### src/verilog/adcis_pkg.sv
// Constants, types and state layout for the identity and status registers
package adcis_pkg;

  ////////////////////////////////////////////////////////////////////////////
  // Register map
  localparam logic [4:0] ADDR_IDENTITY = 5'h00;
  localparam logic [4:0] ADDR_FLAGS    = 5'h01;
  localparam logic [7:0] FLAGS_RESET   = 8'h80;

  // Field positions inside the flags and identity registers
  localparam int POR_BIT       = 7;
  localparam int NOT_READY_BIT = 6;
  localparam int MODEL_MSB     = 2;

  // Opcode field (bits 7:5) of the first command byte
  localparam logic [2:0] OP_READ  = 3'h1;
  localparam logic [2:0] OP_WRITE = 3'h2;

  ////////////////////////////////////////////////////////////////////////////
  // Types
  typedef enum logic [2:0] {
    PH_CMD    = 3'b000,
    PH_COUNT  = 3'b001,
    PH_READ   = 3'b010,
    PH_WRITE  = 3'b011,
    PH_IGNORE = 3'b100
  } adcis_phase_e;

  // Comparator outputs, in flags register order bits 5 down to 0
  typedef struct packed {
    logic pos_out_high_rail_flag;
    logic pos_out_low_rail_flag;
    logic neg_out_high_rail_flag;
    logic neg_out_low_rail_flag;
    logic ref_below_third_flag;
    logic ref_missing_flag;
  } adcis_monitor_s;

  typedef struct packed {
    logic           sclk_q;
    adcis_phase_e   phase;
    logic           is_write;
    logic [7:0]     rx;
    logic [2:0]     bitcnt;
    logic [4:0]     addr;
    logic [4:0]     remaining;
    logic [7:0]     tx;
    logic           miso;
    logic           miso_oe;
    logic           power_on_event_flag;
    logic           not_ready;
    adcis_monitor_s flags;
  } adcis_state_s;

  localparam adcis_state_s STATE_RESET = '{
    sclk_q:              1'b0,
    phase:               PH_CMD,
    is_write:            1'b0,
    rx:                  8'h00,
    bitcnt:              3'h0,
    addr:                5'h00,
    remaining:           5'h00,
    tx:                  8'h00,
    miso:                1'b0,
    miso_oe:             1'b0,
    power_on_event_flag: FLAGS_RESET[POR_BIT],
    not_ready:           FLAGS_RESET[NOT_READY_BIT],
    flags:               FLAGS_RESET[5:0]
  };

endpackage

### src/verilog/adcis_sync.sv
// Two-stage synchroniser for inputs from outside the mclk domain
`timescale 1ns/1ps
`default_nettype none

module adcis_sync #(
  parameter int           W         = 1,
  parameter logic [W-1:0] RESET_VAL = '0
) (
  // Clock and reset
  input  wire logic         mclk,
  input  wire logic         rst_n,
  input  wire logic         ce,
  // Data
  input  wire logic [W-1:0] d,
  output var  logic [W-1:0] q
);

  typedef struct packed {
    logic [W-1:0] s1;
    logic [W-1:0] s2;
  } adcis_sync_s;

  adcis_sync_s r;
  adcis_sync_s next_r;

  // First stage feeds only the second
  always_comb begin
    next_r.s1 = d;
    next_r.s2 = r.s1;
  end

  always_ff @(posedge mclk) begin
    if (!rst_n) begin
      r <= '{s1: RESET_VAL, s2: RESET_VAL};
    end else if (ce) begin
      r <= next_r;
    end
  end

  assign q = r.s2;

endmodule

`default_nettype wire

### src/verilog/adcis_regs.sv
// Identity and status registers behind the serial register commands
`timescale 1ns/1ps
`default_nettype none

module adcis_regs #(
  parameter logic [2:0] MODEL_ID    = 3'h6, // Arbitrary value
  parameter logic [4:0] ID_RESERVED = 5'h00 // Arbitrary value
) (
  // Clock, reset, enable
  input  wire logic                     mclk,
  input  wire logic                     rst_n,
  input  wire logic                     ce,
  // Serial pins
  input  wire logic                     sclk,
  input  wire logic                     cs_n,
  input  wire logic                     mosi,
  output var  logic                     miso,
  output var  logic                     miso_oe,
  // Analog monitor comparators
  input  wire adcis_pkg::adcis_monitor_s monitor,
  // Same-domain configuration and start-up state
  input  wire logic                     rail_monitor_enable,
  input  wire logic [1:0]               ref_monitor_enable,
  input  wire logic                     startup_busy
);

  ////////////////////////////////////////////////////////////////////////////
  // Pin synchronisers

  logic [8:0]               pins_s;
  logic                     sclk_s;
  logic                     cs_n_s;
  logic                     mosi_s;
  adcis_pkg::adcis_monitor_s mon_s;

  // Reset value: deselected, link idle, monitors clear
  adcis_sync #(
    .W         (9),
    .RESET_VAL (9'h080)
  ) u_sync (
    .mclk  (mclk),
    .rst_n (rst_n),
    .ce    (ce),
    .d     ({sclk, cs_n, mosi, monitor}),
    .q     (pins_s)
  );

  assign sclk_s = pins_s[8];
  assign cs_n_s = pins_s[7];
  assign mosi_s = pins_s[6];
  assign mon_s  = pins_s[5:0];

  ////////////////////////////////////////////////////////////////////////////
  // Monitor gating

  logic [5:0]      mon_enable;
  wire logic [5:0] mon_gated;

  // Rails share one enable; each reference level has its own
  assign mon_enable = {{4{rail_monitor_enable}}, ref_monitor_enable};

  // A disabled monitor reads zero whatever its comparator says
  for (genvar i = 0; i < 6; i++) begin : g_gate
    assign mon_gated[i] = mon_s[i] & mon_enable[i];
  end

  ////////////////////////////////////////////////////////////////////////////
  // Register read mux

  adcis_pkg::adcis_state_s r;
  adcis_pkg::adcis_state_s next_r;

  function automatic logic [7:0] read_reg(input logic [4:0] a,
                                          input adcis_pkg::adcis_state_s s);
    logic [7:0] v;
    v = 8'h00;
    case (a)
      adcis_pkg::ADDR_IDENTITY: begin
        v[adcis_pkg::MODEL_MSB:0]   = MODEL_ID;
        v[7:adcis_pkg::MODEL_MSB+1] = ID_RESERVED;
      end
      adcis_pkg::ADDR_FLAGS: begin
        v[adcis_pkg::POR_BIT]           = s.power_on_event_flag;
        v[adcis_pkg::NOT_READY_BIT]     = s.not_ready;
        v[adcis_pkg::NOT_READY_BIT-1:0] = s.flags;
      end
      default: v = 8'h00;
    endcase
    return v;
  endfunction

  ////////////////////////////////////////////////////////////////////////////
  // Next state

  logic       sclk_rise;
  logic       sclk_fall;
  logic [7:0] rx_byte;

  always_comb begin
    next_r    = r;
    sclk_rise = sclk_s & ~r.sclk_q;
    sclk_fall = ~sclk_s & r.sclk_q;
    rx_byte   = {r.rx[6:0], mosi_s};
    next_r.sclk_q = sclk_s;

    // Flags are live comparator state, not latched
    next_r.not_ready = startup_busy;
    next_r.flags     = mon_gated;

    if (cs_n_s) begin
      // Deselect aborts any command in flight
      next_r.phase   = adcis_pkg::PH_CMD;
      next_r.bitcnt  = 3'h0;
      next_r.tx      = 8'h00;
      next_r.miso_oe = 1'b0;
      next_r.rx      = 8'h00;
      next_r.addr    = 5'h00;
      next_r.is_write = 1'b0;
      next_r.remaining = 5'h00;
    end else begin
      next_r.miso_oe = 1'b1;
      if (sclk_rise) begin
        // Launch on rising edge so the host samples on falling
        next_r.miso = r.tx[7];
        next_r.tx   = {r.tx[6:0], 1'b0};
      end
      if (sclk_fall) begin
        next_r.rx     = rx_byte;
        next_r.bitcnt = r.bitcnt + 3'h1;
        if (r.bitcnt == 3'h7) begin
          case (r.phase)
            adcis_pkg::PH_CMD: begin
              next_r.addr = rx_byte[4:0];
              case (rx_byte[7:5])
                adcis_pkg::OP_READ: begin
                  next_r.phase    = adcis_pkg::PH_COUNT;
                  next_r.is_write = 1'b0;
                end
                adcis_pkg::OP_WRITE: begin
                  next_r.phase    = adcis_pkg::PH_COUNT;
                  next_r.is_write = 1'b1;
                end
                // Unknown opcodes idle out the frame
                default: next_r.phase = adcis_pkg::PH_IGNORE;
              endcase
            end
            adcis_pkg::PH_COUNT: begin
              // Low five bits give the byte count less one
              next_r.remaining = rx_byte[4:0];
              if (r.is_write) begin
                next_r.phase = adcis_pkg::PH_WRITE;
              end else begin
                next_r.phase = adcis_pkg::PH_READ;
                next_r.tx    = read_reg(r.addr, r);
              end
            end
            adcis_pkg::PH_READ: begin
              if (r.remaining == 5'h00) begin
                next_r.phase = adcis_pkg::PH_IGNORE;
              end else begin
                next_r.remaining = r.remaining - 5'h01;
                next_r.addr      = r.addr + 5'h01;
                next_r.tx        = read_reg(r.addr + 5'h01, r);
              end
            end
            adcis_pkg::PH_WRITE: begin
              // Only the power-on flag is writable; zero clears it
              if (r.addr == adcis_pkg::ADDR_FLAGS && !rx_byte[7]) begin
                next_r.power_on_event_flag = 1'b0;
              end
              if (r.remaining == 5'h00) begin
                next_r.phase = adcis_pkg::PH_IGNORE;
              end else begin
                next_r.remaining = r.remaining - 5'h01;
                next_r.addr      = r.addr + 5'h01;
              end
            end
            adcis_pkg::PH_IGNORE: begin
              next_r.phase = adcis_pkg::PH_IGNORE;
            end
            default: next_r.phase = adcis_pkg::PH_IGNORE;
          endcase
        end
      end
    end
  end

  ////////////////////////////////////////////////////////////////////////////
  // State register

  // Reset alone sets the power-on flag and clears all others
  always_ff @(posedge mclk) begin
    if (!rst_n) begin
      r <= adcis_pkg::STATE_RESET;
    end else if (ce) begin
      r <= next_r;
    end
  end

  ////////////////////////////////////////////////////////////////////////////
  // Outputs

  assign miso    = r.miso;
  assign miso_oe = r.miso_oe;

endmodule

`default_nettype wire

### config.mk
export PLATFORM = sky130hd
export DESIGN_NAME = adcis_regs
export DESIGN_NICKNAME = d
export VERILOG_FILES = /design/src/verilog/adcis_pkg.sv /design/src/verilog/adcis_sync.sv /design/src/verilog/adcis_regs.sv
export SDC_FILE = /design/constraint.sdc
export NUM_CORES = 1
export LEC_CHECK = 0
export BUFFER_PORTS_ARGS = -buffer_cell sky130_fd_sc_hd__buf_2
export CORE_MARGIN = 3
export CORE_UTILIZATION = 60
export DETAILED_ROUTE_END_ITERATION = 6
export HOLD_SLACK_MARGIN = 0.03
export PLACE_DENSITY = 0.88
export SYNTH_ARGS = -nofsm -noshare
export SYNTH_HDL_FRONTEND = slang
export SYNTH_HIERARCHICAL = 1
export SYNTH_SLANG_ARGS = --single-unit
### constraint.sdc
create_clock -name mclk -period 2.8 [get_ports mclk]
set_input_delay 0 -clock mclk [delete_from_list [all_inputs] [get_ports mclk]]
set_output_delay 0 -clock mclk [all_outputs]
set_load 0.005 [all_outputs]
==> reports/qor.json, run 1 <==
{
  "setup_path": {
    "crit_slowest_cell": "sky130_fd_sc_hd__or4b_1",
    "cp_top_family": "simple AND/OR/NAND/NOR gates",
    "r2r-start": "r[18]$_SDFFE_PN0P_",
    "r2r-end": "r[14]$_SDFFE_PN0P_",
    "cp-end-kind": "flop",
    "path_max_fanout": 8,
    "cell_count_of_the_worst_reg_to_reg_path": 7,
    "worstPathRequired_ns": 3.07,
    "worst-setup-path-type": "flop to flop",
    "rrSetupSlack_ns": 0.43,
    "cp_slowest_stage_delay_ns": 0.59,
    "worstSetupStartpoint": "r[18]$_SDFFE_PN0P_",
    "cell_by_cell_listing_of_the_critical_path": "inv_1, ha_1, or4b_1, or4b_4, and3_4, a2bb2oi_1, a21oi_1",
    "critPathLaunchType": "flop",
    "crit_path_dat_ns": 2.64,
    "path_buf_inv": 1
  },
  "clock_tree": {
    "cts-htree-levels": 3,
    "cts_inserted_buffers": 9,
    "clk-insertion-delay-late_ns": 0.34,
    "clock-root-buffer": "sky130_fd_sc_hd__clkbuf_8",
    "cts.hold.buffers_added": 14,
    "tritoncts_clock_tree": "built",
    "cts_sinks": 61,
    "post_cts_buffers": 0,
    "cts.repair.resized": 0,
    "clk_pin_slew_ns": 0.07,
    "clk_path_buf_depth": 2
  },
  "logic_synthesis": {
    "yosys_register_bits": 61,
    "synth.largest_area_cell": "sky130_fd_sc_hd__dfxtp_1",
    "biggest_area_contributors_in_the_synthesized_netlist": "sky130_fd_sc_hd__dfxtp_1 38%, sky130_fd_sc_hd__mux2i_1 8.5%, sky130_fd_sc_hd__nor2b_1 7.9%",
    "syn-cell-area_um2": 3180,
    "synthFlopType": "sky130_fd_sc_hd__dfxtp_1",
    "post_synth_num_cell_types": 51,
    "syn_inst": 367,
    "synth-seq-area-share_pct": 38.4,
    "netlist.area_leader.share_pct": 38.4,
    "synthesized_net_count": 390,
    "yosys_warnings": 6,
    "synth-edff-count": 0,
    "postSynthAreaPerCell_um2": 8.67,
    "async_reset_ff_share_pct": 0
  },
  "finish": {
    "layout.cells.most_common": "sky130_fd_sc_hd__dfxtp_1",
    "final_nets": 413,
    "layout.cells.most_common_list": "61 x sky130_fd_sc_hd__dfxtp_1, 40 x sky130_fd_sc_hd__nor2b_1, 27 x sky130_fd_sc_hd__mux2i_1",
    "num-fill-cells": 361,
    "syn2layout_area_growth_pct": 14.0,
    "antennaDiodeCount": 0,
    "post_route_cells_drive_above_1_share_pct": 10.2,
    "layout.core_utilization_pct": 73.8
  },
  "route": {
    "dr.pass1.iters": 5,
    "route.final.wire_length_um": 7560,
    "post_dr_vias_cell": 6.13,
    "detail_route.wl_per_cell_um": 16.4,
    "drcViolationCount": 0,
    "route.vias.total": 2826,
    "detail_route.iter0.violations": 254,
    "antenna_left": 0
  },
  "hold_path": {
    "min_from": "ce",
    "min_path_cells": 3,
    "worst_hold_path.endpoint": "u_sync/q[7]$_SDFFE_PN1P_",
    "timing.hold.worst.class": "input pin to flop"
  },
  "run_status": {
    "outcome": "complete, no violations"
  },
  "placement": {
    "routabilityCongestion": 0.961,
    "dpl.hpwl_um": 4860,
    "port_buf_inserts": 17
  },
  "die": {
    "core_footprint_um2": 4910,
    "num_io_pins": 18,
    "start_util_pct": 64.8,
    "floorplan.rows": 25,
    "die_width_um": 78.8,
    "chipHeight_um": 78.8,
    "die_area_um2": 6210
  },
  "global_routing": {
    "grt_first_pass_wirelength_um": 13100,
    "grt_pass1_vias": 2782,
    "grt_overflow_total": 0,
    "global_route.usage.total_pct": 26.9,
    "antenna_found_initial": 0,
    "grt_start_max_net_pins": 43
  },
  "flow_run": {
    "cap_viol_max_count": 0
  },
  "sta": {
    "holdWs_ns": 0.173,
    "finalWorstPathRequiredPeriod_ns": 2.37,
    "max_slew_violation_count": 0,
    "finClkSkew_ns": 0.00607,
    "worst_pin_slew_ns": 0.694,
    "slew-limit-headroom_pct": 53.3,
    "rsz_0062_raised_after_global_routing": "false",
    "setup_viol": 0,
    "max_clock_freq_mhz": 422,
    "tns_ns": 0,
    "timing.final.hold_violations": 0,
    "timing.final.crit_share_pct": 84.7
  },
  "pwr": {
    "power_per_cell_area_nw_per_um2": 529,
    "power.leakage_uw": 0.00140,
    "worst_ir_drop_vdd_mv": 0.475
  }
}
-- through the flow --
stage / setup slack [ns] / cell area [um^2] / std cells / total power [uW]
floorplan: 0.644 / 3180 / 367 / 1010
finish: 0.429 / 3630 / 461 / 1920
global placement: 0.559 / 3260 / 432 / 1030
detailed placement: 0.462 / 3260 / 432 / 1030
global route: 0.346 / 3630 / 461 / 1990
CTS: 0.448 / 3630 / 461 / 1920
-- cell type report --
cell class,instances,area (um^2),area share [%]
Inverter,9,33.8,0.932
Tap cell,67,83.8,2.31
Clock buffer,12,155,4.28
Multi-Input combinational cell,276,1820,50.3
Clock inverter,3,68.8,1.90
Sequential cell,61,1220,33.7
Timing Repair Buffer,33,240,6.63
-- power by group --
group / internal, uW / switching (uW)
clock network: 547 / 339
registers: 887 / 16.2
logic: 63.0 / 68.3
total: 1500 / 423
-- kinds of logic after synthesis --
logic type / synth area share [%]
and+or+nand+nor: 23.3
adders and majority gates: 2.75
muxes: 8.49
buffers and inverters: 4.33
AOI/OAI and AO/OA: 21.6
DFF: 38.4
xor gates and xnor gates: 1.10
-- synth_stat cells (2+ instances only) --
| master | count |
|---|---|
| sky130_fd_sc_hd__a21boi_0 | 13 |
| sky130_fd_sc_hd__a221oi_1 | 2 |
| sky130_fd_sc_hd__nand2b_1 | 4 |
| sky130_fd_sc_hd__o21ai_0 | 26 |
| sky130_fd_sc_hd__mux2i_1 | 27 |
| sky130_fd_sc_hd__nor3_1 | 7 |
| sky130_fd_sc_hd__o21a_1 | 4 |
| sky130_fd_sc_hd__a21o_1 | 3 |
| sky130_fd_sc_hd__or2_2 | 3 |
| sky130_fd_sc_hd__or3_1 | 5 |
| sky130_fd_sc_hd__a2bb2oi_1 | 3 |
| sky130_fd_sc_hd__a21oi_1 | 23 |
| sky130_fd_sc_hd__nor2b_1 | 40 |
| sky130_fd_sc_hd__nand4b_1 | 2 |
| sky130_fd_sc_hd__nor3b_1 | 3 |
| sky130_fd_sc_hd__nand3_1 | 17 |
| sky130_fd_sc_hd__xor2_1 | 3 |
| sky130_fd_sc_hd__and2_1 | 3 |
| sky130_fd_sc_hd__and3b_1 | 2 |
| sky130_fd_sc_hd__nor2_1 | 8 |
| sky130_fd_sc_hd__a211oi_1 | 3 |
| sky130_fd_sc_hd__o211ai_1 | 3 |
| sky130_fd_sc_hd__nand2_1 | 26 |
| sky130_fd_sc_hd__nand4_1 | 3 |
| sky130_fd_sc_hd__dfxtp_1 | 61 |
| sky130_fd_sc_hd__o21ai_1 | 2 |
| sky130_fd_sc_hd__clkbuf_1 | 18 |
| sky130_fd_sc_hd__ha_1 | 7 |
| sky130_fd_sc_hd__a22oi_1 | 13 |
| sky130_fd_sc_hd__o31ai_1 | 4 |
| sky130_fd_sc_hd__inv_1 | 9 |
-- state kept, by name (all words and copies together) (netlist names) --
register and count:
u_sync/next_r 9, miso 1, miso_oe 1, u_sync/q 9, r 41
-- layer usage --
metal  track usage [%]  wire [um]  vias up
li1                  -          -     1372
met1              34.4       3310     1342
met2              44.5       3710      101
met4              11.3        116        0
met3              5.33        418       11
met5                 0          0        -
-- worst max-delay path by stage --
stage                               endpoint  depth (start not counted)
after floorplan           r[16]$_SDFFE_PN0P_                          8
after global placement    r[17]$_SDFFE_PN0P_                          7
after detailed placement  r[14]$_SDFFE_PN0P_                          7
after CTS                 r[14]$_SDFFE_PN0P_                          7
after global routing      r[13]$_SDFFE_PN0P_                          7
final                     r[14]$_SDFFE_PN0P_                          7
-- worst reg2reg max path, cell delays in order, from the launching register on --
cell	delay, ns
sky130_fd_sc_hd__dfxtp_1	0.34
sky130_fd_sc_hd__inv_1	0.07
sky130_fd_sc_hd__ha_1	0.18
sky130_fd_sc_hd__or4b_1	0.59
sky130_fd_sc_hd__or4b_4	0.57
sky130_fd_sc_hd__and3_4	0.22
sky130_fd_sc_hd__a2bb2oi_1	0.16
sky130_fd_sc_hd__a21oi_1	0.17
No activity file was read; power rests on OpenSTA's default activity.
==> inputs of run 2 (changes only) <==
Clock period 2.8 ns to 2.2 ns, I/O delays scaled along.
==> run 2 against run 1 <==
Maximum frequency up 10%; via count up 3.0%; die area unchanged; final area up 2.6%; cell count up 2.8%; critical path depth unchanged; worst setup slack worse by 0.38 ns; first-iteration DRC count up 6.7%; combinational power up 38%; register-to-register slack worse by 0.38 ns.
==> reports/qor.json, run 2 (synthesis results as in run 1) <==
{
  "sta": {
    "timing.final.crit_share_pct": 97.9,
    "max_slew_violation_count": 0,
    "worst_pin_slew_ns": 0.706,
    "finalWorstPathRequiredPeriod_ns": 2.15,
    "finClkSkew_ns": 0.00557,
    "timing.final.hold_violations": 0,
    "rsz_0062_raised_after_global_routing": "false",
    "holdWs_ns": 0.102,
    "max_clock_freq_mhz": 464,
    "setup_viol": 0,
    "slew-limit-headroom_pct": 52.6
  },
  "die": {
    "core_footprint_um2": 4910,
    "chipHeight_um": 78.8,
    "die_width_um": 78.8,
    "floorplan.rows": 25,
    "start_util_pct": 64.8,
    "num_io_pins": 18,
    "die_area_um2": 6210
  },
  "route": {
    "antenna_left": 0,
    "route.vias.total": 2910,
    "route.final.wire_length_um": 8230,
    "detail_route.iter0.violations": 271,
    "dr.pass1.iters": 5,
    "post_dr_vias_cell": 6.14,
    "drcViolationCount": 0,
    "detail_route.wl_per_cell_um": 17.4
  },
  "setup_path": {
    "critPathLaunchType": "flop",
    "path_max_fanout": 5,
    "worstPathRequired_ns": 2.46,
    "cp-end-kind": "flop",
    "worst-setup-path-type": "flop to flop",
    "crit_path_dat_ns": 2.41
  },
  "clock_tree": {
    "clk-insertion-delay-late_ns": 0.34,
    "clk_path_buf_depth": 2,
    "cts-htree-levels": 3,
    "cts_sinks": 61,
    "cts_inserted_buffers": 9,
    "clk_pin_slew_ns": 0.07,
    "tritoncts_clock_tree": "built",
    "clock-root-buffer": "sky130_fd_sc_hd__clkbuf_8"
  },
  "hold_path": {
    "timing.hold.worst.class": "input pin to flop"
  },
  "finish": {
    "finalInstanceArea_um2": 3720,
    "final_nets": 426,
    "layout.core_utilization_pct": 75.7,
    "largest-register": "r",
    "syn2layout_area_growth_pct": 16.9,
    "stdcell_count": 474,
    "antennaDiodeCount": 0,
    "layout.cells.most_common": "sky130_fd_sc_hd__dfxtp_1",
    "layout.cells.most_common_list": "59 x sky130_fd_sc_hd__dfxtp_1, 40 x sky130_fd_sc_hd__nor2b_1, 27 x sky130_fd_sc_hd__mux2i_1",
    "num-fill-cells": 350,
    "post_route_cells_drive_above_1_share_pct": 14.7,
    "flip_flop_count_of_the_largest_register_after_layout": 41
  },
  "placement": {
    "port_buf_inserts": 17,
    "place.detailed.instances": 440,
    "detailed_place.area_um2": 3320,
    "routabilityCongestion": 0.960,
    "dpl.hpwl_um": 5170
  },
  "global_routing": {
    "antenna_found_initial": 0,
    "grt_first_pass_wirelength_um": 13500,
    "grt_start_max_net_pins": 40,
    "grt_pass1_vias": 2705,
    "global_route.usage.total_pct": 28.1,
    "grt_overflow_total": 0
  },
  "flow_run": {
    "cap_viol_max_count": 0
  },
  "run_status": {
    "outcome": "complete, no violations"
  },
  "pwr": {
    "worst_ir_drop_vdd_mv": 0.505,
    "power.leakage_uw": 0.00145,
    "power_per_cell_area_nw_per_um2": 630,
    "finalPower_uw": 2340
  }
}
run 2: changes by cell type in the layout (fill, tap and decap cells not counted), moves of 2 or more:
cell                       delta
sky130_fd_sc_hd__dfxtp_1      -2
sky130_fd_sc_hd__dfxtp_2      +2
sky130_fd_sc_hd__buf_4       +12
sky130_fd_sc_hd__clkinv_2     +2
run 2: what timing repair did:
item | 4_1_cts | 5_1_grt
endpoints found under the setup margin | 2 | 9
hold endpoints to repair | 17 | 0
resized for setup | 4 | 4
setup buffers | 3 | 2
hold buffers | 14 | 0
pin swaps | 3 | 4
run 2: report_power, final:
| group | leakage (uW) | switching [uW] | internal [uW] |
|---|---|---|---|
| sequential | 0.000496 | 21.2 | 1130 |
| clock | 0.000101 | 437 | 575 |
| combinational | 0.000857 | 94.2 | 86.4 |
run 2: worst max-delay path, cell delays in order, from the launching register on:
cell and delay, ns:
sky130_fd_sc_hd__dfxtp_2 0.32, sky130_fd_sc_hd__inv_1 0.05, sky130_fd_sc_hd__ha_2 0.17, sky130_fd_sc_hd__or4b_4 0.46
sky130_fd_sc_hd__or4b_4 0.54, sky130_fd_sc_hd__and3_4 0.22, sky130_fd_sc_hd__a2bb2oi_1 0.15, sky130_fd_sc_hd__a21oi_1 0.17
run 2: through the flow:
| step | TNS [ns] | setup slack, ns |
|---|---|---|
| floorplan | 0 | 0.0437 |
| global placement | 0 | 0.0776 |
| detailed placement | -0.0164 | -0.0164 |
| CTS | 0 | 0.0160 |
| global route | 0 | 0.00103 |
| finish | 0 | 0.0462 |
run 2: final timing paths:
check	startpoint	endpoint	slack, ns	cells past startpoint
max	r[19]$_SDFFE_PN0P_	r[13]$_SDFFE_PN0P_	0.05	7
min	ce	r[39]$_SDFFE_PN0P_	0.10	3
max reg2reg	r[19]$_SDFFE_PN0P_	r[13]$_SDFFE_PN0P_	0.05	7
min reg2reg	r[7]$_SDFFE_PN1P_	r[7]$_SDFFE_PN1P_	0.47	2
run 2: layer usage:
metal / wire, um / up-vias / GRT usage (%)
met3: 547 / 30 / 5.78
met4: 259 / 0 / 14.6
met1: 3420 / 1359 / 35.1
li1: - / 1397 / -
met2: 4010 / 124 / 45.6
met5: 0 / - / 0
run 2: final cells by class:
| type | instances | area (um^2) | share of cell area [%] |
|---|---|---|---|
| clock buffers | 11 | 151 | 4.07 |
| clock inverters | 4 | 47.5 | 1.28 |
| inverters | 9 | 33.8 | 0.908 |
| multi-input cells | 276 | 1840 | 49.4 |
| flip-flops and latches | 61 | 1220 | 32.9 |
| well taps | 67 | 83.8 | 2.25 |
| repair buffers | 46 | 342 | 9.18 |
==> inputs of run 3 (changes only) <==
Settings changed: CORE_UTILIZATION 60 to 25, PLACE_DENSITY 0.88 to 0.48.
==> run 3 against run 2 <==
Via count shrank 4.8%; critical path depth stayed put; largest power group is now clock; maximum frequency shrank 0.46%; highest routed layer unchanged; largest cell class unchanged; register-to-register slack is essentially flat; clock skew is 0.00081 ns higher.
==> reports/qor.json, run 3 (synthesis results as in run 1) <==
{
  "finish": {
    "layout.core_utilization_pct": 32.6,
    "num-fill-cells": 1314,
    "final_nets": 429,
    "layout.cells.most_common_list": "60 x sky130_fd_sc_hd__dfxtp_1, 40 x sky130_fd_sc_hd__nor2b_1, 27 x sky130_fd_sc_hd__mux2i_1",
    "antennaDiodeCount": 0,
    "flip_flop_count_of_the_largest_register_after_layout": 41,
    "stdcell_count": 579,
    "syn2layout_area_growth_pct": 25.2,
    "layout.cells.most_common": "sky130_fd_sc_hd__dfxtp_1",
    "largest-register": "r",
    "post_route_cells_drive_above_1_share_pct": 15.3
  },
  "sta": {
    "finClkSkew_ns": 0.00638,
    "rsz_0062_raised_after_global_routing": "true",
    "setup_viol": 0,
    "max_clock_freq_mhz": 462,
    "timing.final.hold_violations": 0,
    "finalWorstPathRequiredPeriod_ns": 2.16,
    "worst_pin_slew_ns": 0.757,
    "max_slew_violation_count": 0,
    "timing.final.crit_share_pct": 98.4,
    "setup_ws_ns": 0.0362,
    "slew-limit-headroom_pct": 49.2,
    "holdWs_ns": 0.206
  },
  "setup_path": {
    "cell_by_cell_listing_of_the_critical_path": "inv_2, ha_4, or4b_4, or4b_4, and3_4, o21a_1, a21oi_1",
    "cp_top_family": "simple AND/OR/NAND/NOR gates",
    "cp-endpoint": "r[16]$_SDFFE_PN0P_",
    "crit_path_dat_ns": 2.41,
    "path_max_fanout": 5,
    "rrSetupSlack_ns": 0.04,
    "cell_count_of_the_worst_reg_to_reg_path": 7,
    "worst-setup-path-type": "flop to flop",
    "cp-end-kind": "flop",
    "worstSetupStartpoint": "r[19]$_SDFFE_PN0P_",
    "cp_common_cell": "sky130_fd_sc_hd__or4b_4",
    "cp_slowest_stage_delay_ns": 0.59,
    "worstPathRequired_ns": 2.44,
    "crit_slowest_cell": "sky130_fd_sc_hd__or4b_4",
    "cp_num_cells": 7,
    "path_buf_inv": 1,
    "r2r-start": "r[19]$_SDFFE_PN0P_",
    "critPathLaunchType": "flop",
    "r2r-end": "r[16]$_SDFFE_PN0P_"
  },
  "placement": {
    "dpl.hpwl_um": 5430,
    "routabilityCongestion": 0.830,
    "port_buf_inserts": 17,
    "placement.setup.worst_slack_ns": 0.0558,
    "place.detailed.instances": 547
  },
  "global_routing": {
    "grt_overflow_total": 0,
    "grt_first_pass_wirelength_um": 13400,
    "grt_pass1_vias": 2645,
    "global_route.usage.total_pct": 11.4,
    "antenna_found_initial": 0,
    "grt_start_max_net_pins": 41
  },
  "route": {
    "route.vias.total": 2769,
    "detail_route.iter0.violations": 268,
    "detail_route.wl_per_cell_um": 13.3,
    "drcViolationCount": 0,
    "antenna_left": 0,
    "post_dr_vias_cell": 4.78,
    "route.final.wire_length_um": 7730,
    "dr.pass1.iters": 4
  },
  "run_status": {
    "outcome": "complete, no violations"
  },
  "pwr": {
    "netSwitchingPower_uw": 613,
    "worst_ir_drop_vdd_mv": 0.440,
    "finalPower_uw": 2820,
    "power.share.switching_pct": 21.7,
    "power_frac_seq_pct": 40.6,
    "pwr-share-comb_pct": 6.3,
    "power.leakage_uw": 0.00152,
    "cell_internal_pwr_uw": 2210,
    "power_frac_clock_pct": 53.1,
    "power_per_cell_area_nw_per_um2": 708
  },
  "clock_tree": {
    "cts_sinks": 61,
    "clk-insertion-delay-late_ns": 0.32,
    "clk_path_buf_depth": 2,
    "tritoncts_clock_tree": "built",
    "cts-htree-levels": 3,
    "cts_inserted_buffers": 9,
    "clock-root-buffer": "sky130_fd_sc_hd__clkbuf_16",
    "clk_pin_slew_ns": 0.05
  },
  "die": {
    "num_io_pins": 18,
    "die_area_um2": 14100,
    "start_util_pct": 26.1,
    "floorplan.rows": 40,
    "die_width_um": 119,
    "core_footprint_um2": 12200,
    "chipHeight_um": 119
  },
  "hold_path": {
    "timing.hold.worst.class": "input pin to flop"
  },
  "flow_run": {
    "cap_viol_max_count": 0
  }
}
## run 3: worst min-delay path, cell delays in order
cell and delay (ns):
sky130_fd_sc_hd__buf_2 0.23, sky130_fd_sc_hd__mux2i_1 0.19, sky130_fd_sc_hd__nor2b_1 0.06
## run 3: worst min path at each step
stage | start | end | slack (ns) | cells after the start
final | ce | u_sync/next_r[6]$_SDFFE_PN0P_ | 0.21 | 3
after detailed placement | cs_n | u_sync/next_r[7]$_SDFFE_PN1P_ | 0.22 | 3
after global placement | cs_n | u_sync/next_r[7]$_SDFFE_PN1P_ | 0.22 | 3
after floorplan | rst_n | u_sync/next_r[6]$_SDFFE_PN0P_ | 0.13 | 1
after CTS | ce | r[39]$_SDFFE_PN0P_ | 0.20 | 3
after global routing | ce | u_sync/q[6]$_SDFFE_PN0P_ | 0.23 | 3
## run 3: power by group through the flow
stage	combinational, uW	sequential (uW)	clock (uW)
floorplan	115	1160	0
global placement	156	1170	0
detailed placement	158	1170	0
CTS	177	1150	1540
global route	199	1150	1590
finish	179	1150	1500
## run 3: what timing repair did
action | CTS | global route
setup endpoints to repair | 0 | 9
hold endpoints to repair | 17 | 0
resized for setup | 0 | 7
hold buffers | 14 | 0
buffers inserted | 0 | 2
## run 3: cell type report
type | instances | area, um^2 | share of cell area, %
Clock buffer | 10 | 229 | 5.75
Clock inverter | 6 | 86.3 | 2.17
Inverter | 9 | 33.8 | 0.848
Multi-Input combinational cell | 276 | 1840 | 46.2
Sequential cell | 61 | 1220 | 30.7
Tap cell | 168 | 210 | 5.27
Timing Repair Buffer | 49 | 360 | 9.04
## run 3: per-stage QoR
stage | area (um^2) | TNS, ns
floorplan | 3180 | 0
global placement | 3490 | 0
detailed placement | 3490 | 0
CTS | 3950 | 0
global route | 3990 | -0.0378
finish | 3990 | 0
## run 3: per-layer routing
| metal | vias to the layer above | GRT usage [%] | wire length (um) |
|---|---|---|---|
| met3 | 2 | 2.47 | 190 |
| met4 | 0 | 3.69 | 48 |
| met1 | 1318 | 16.6 | 3950 |
| met5 | - | 0 | 0 |
| met2 | 46 | 16.8 | 3540 |
| li1 | 1403 | - | - |
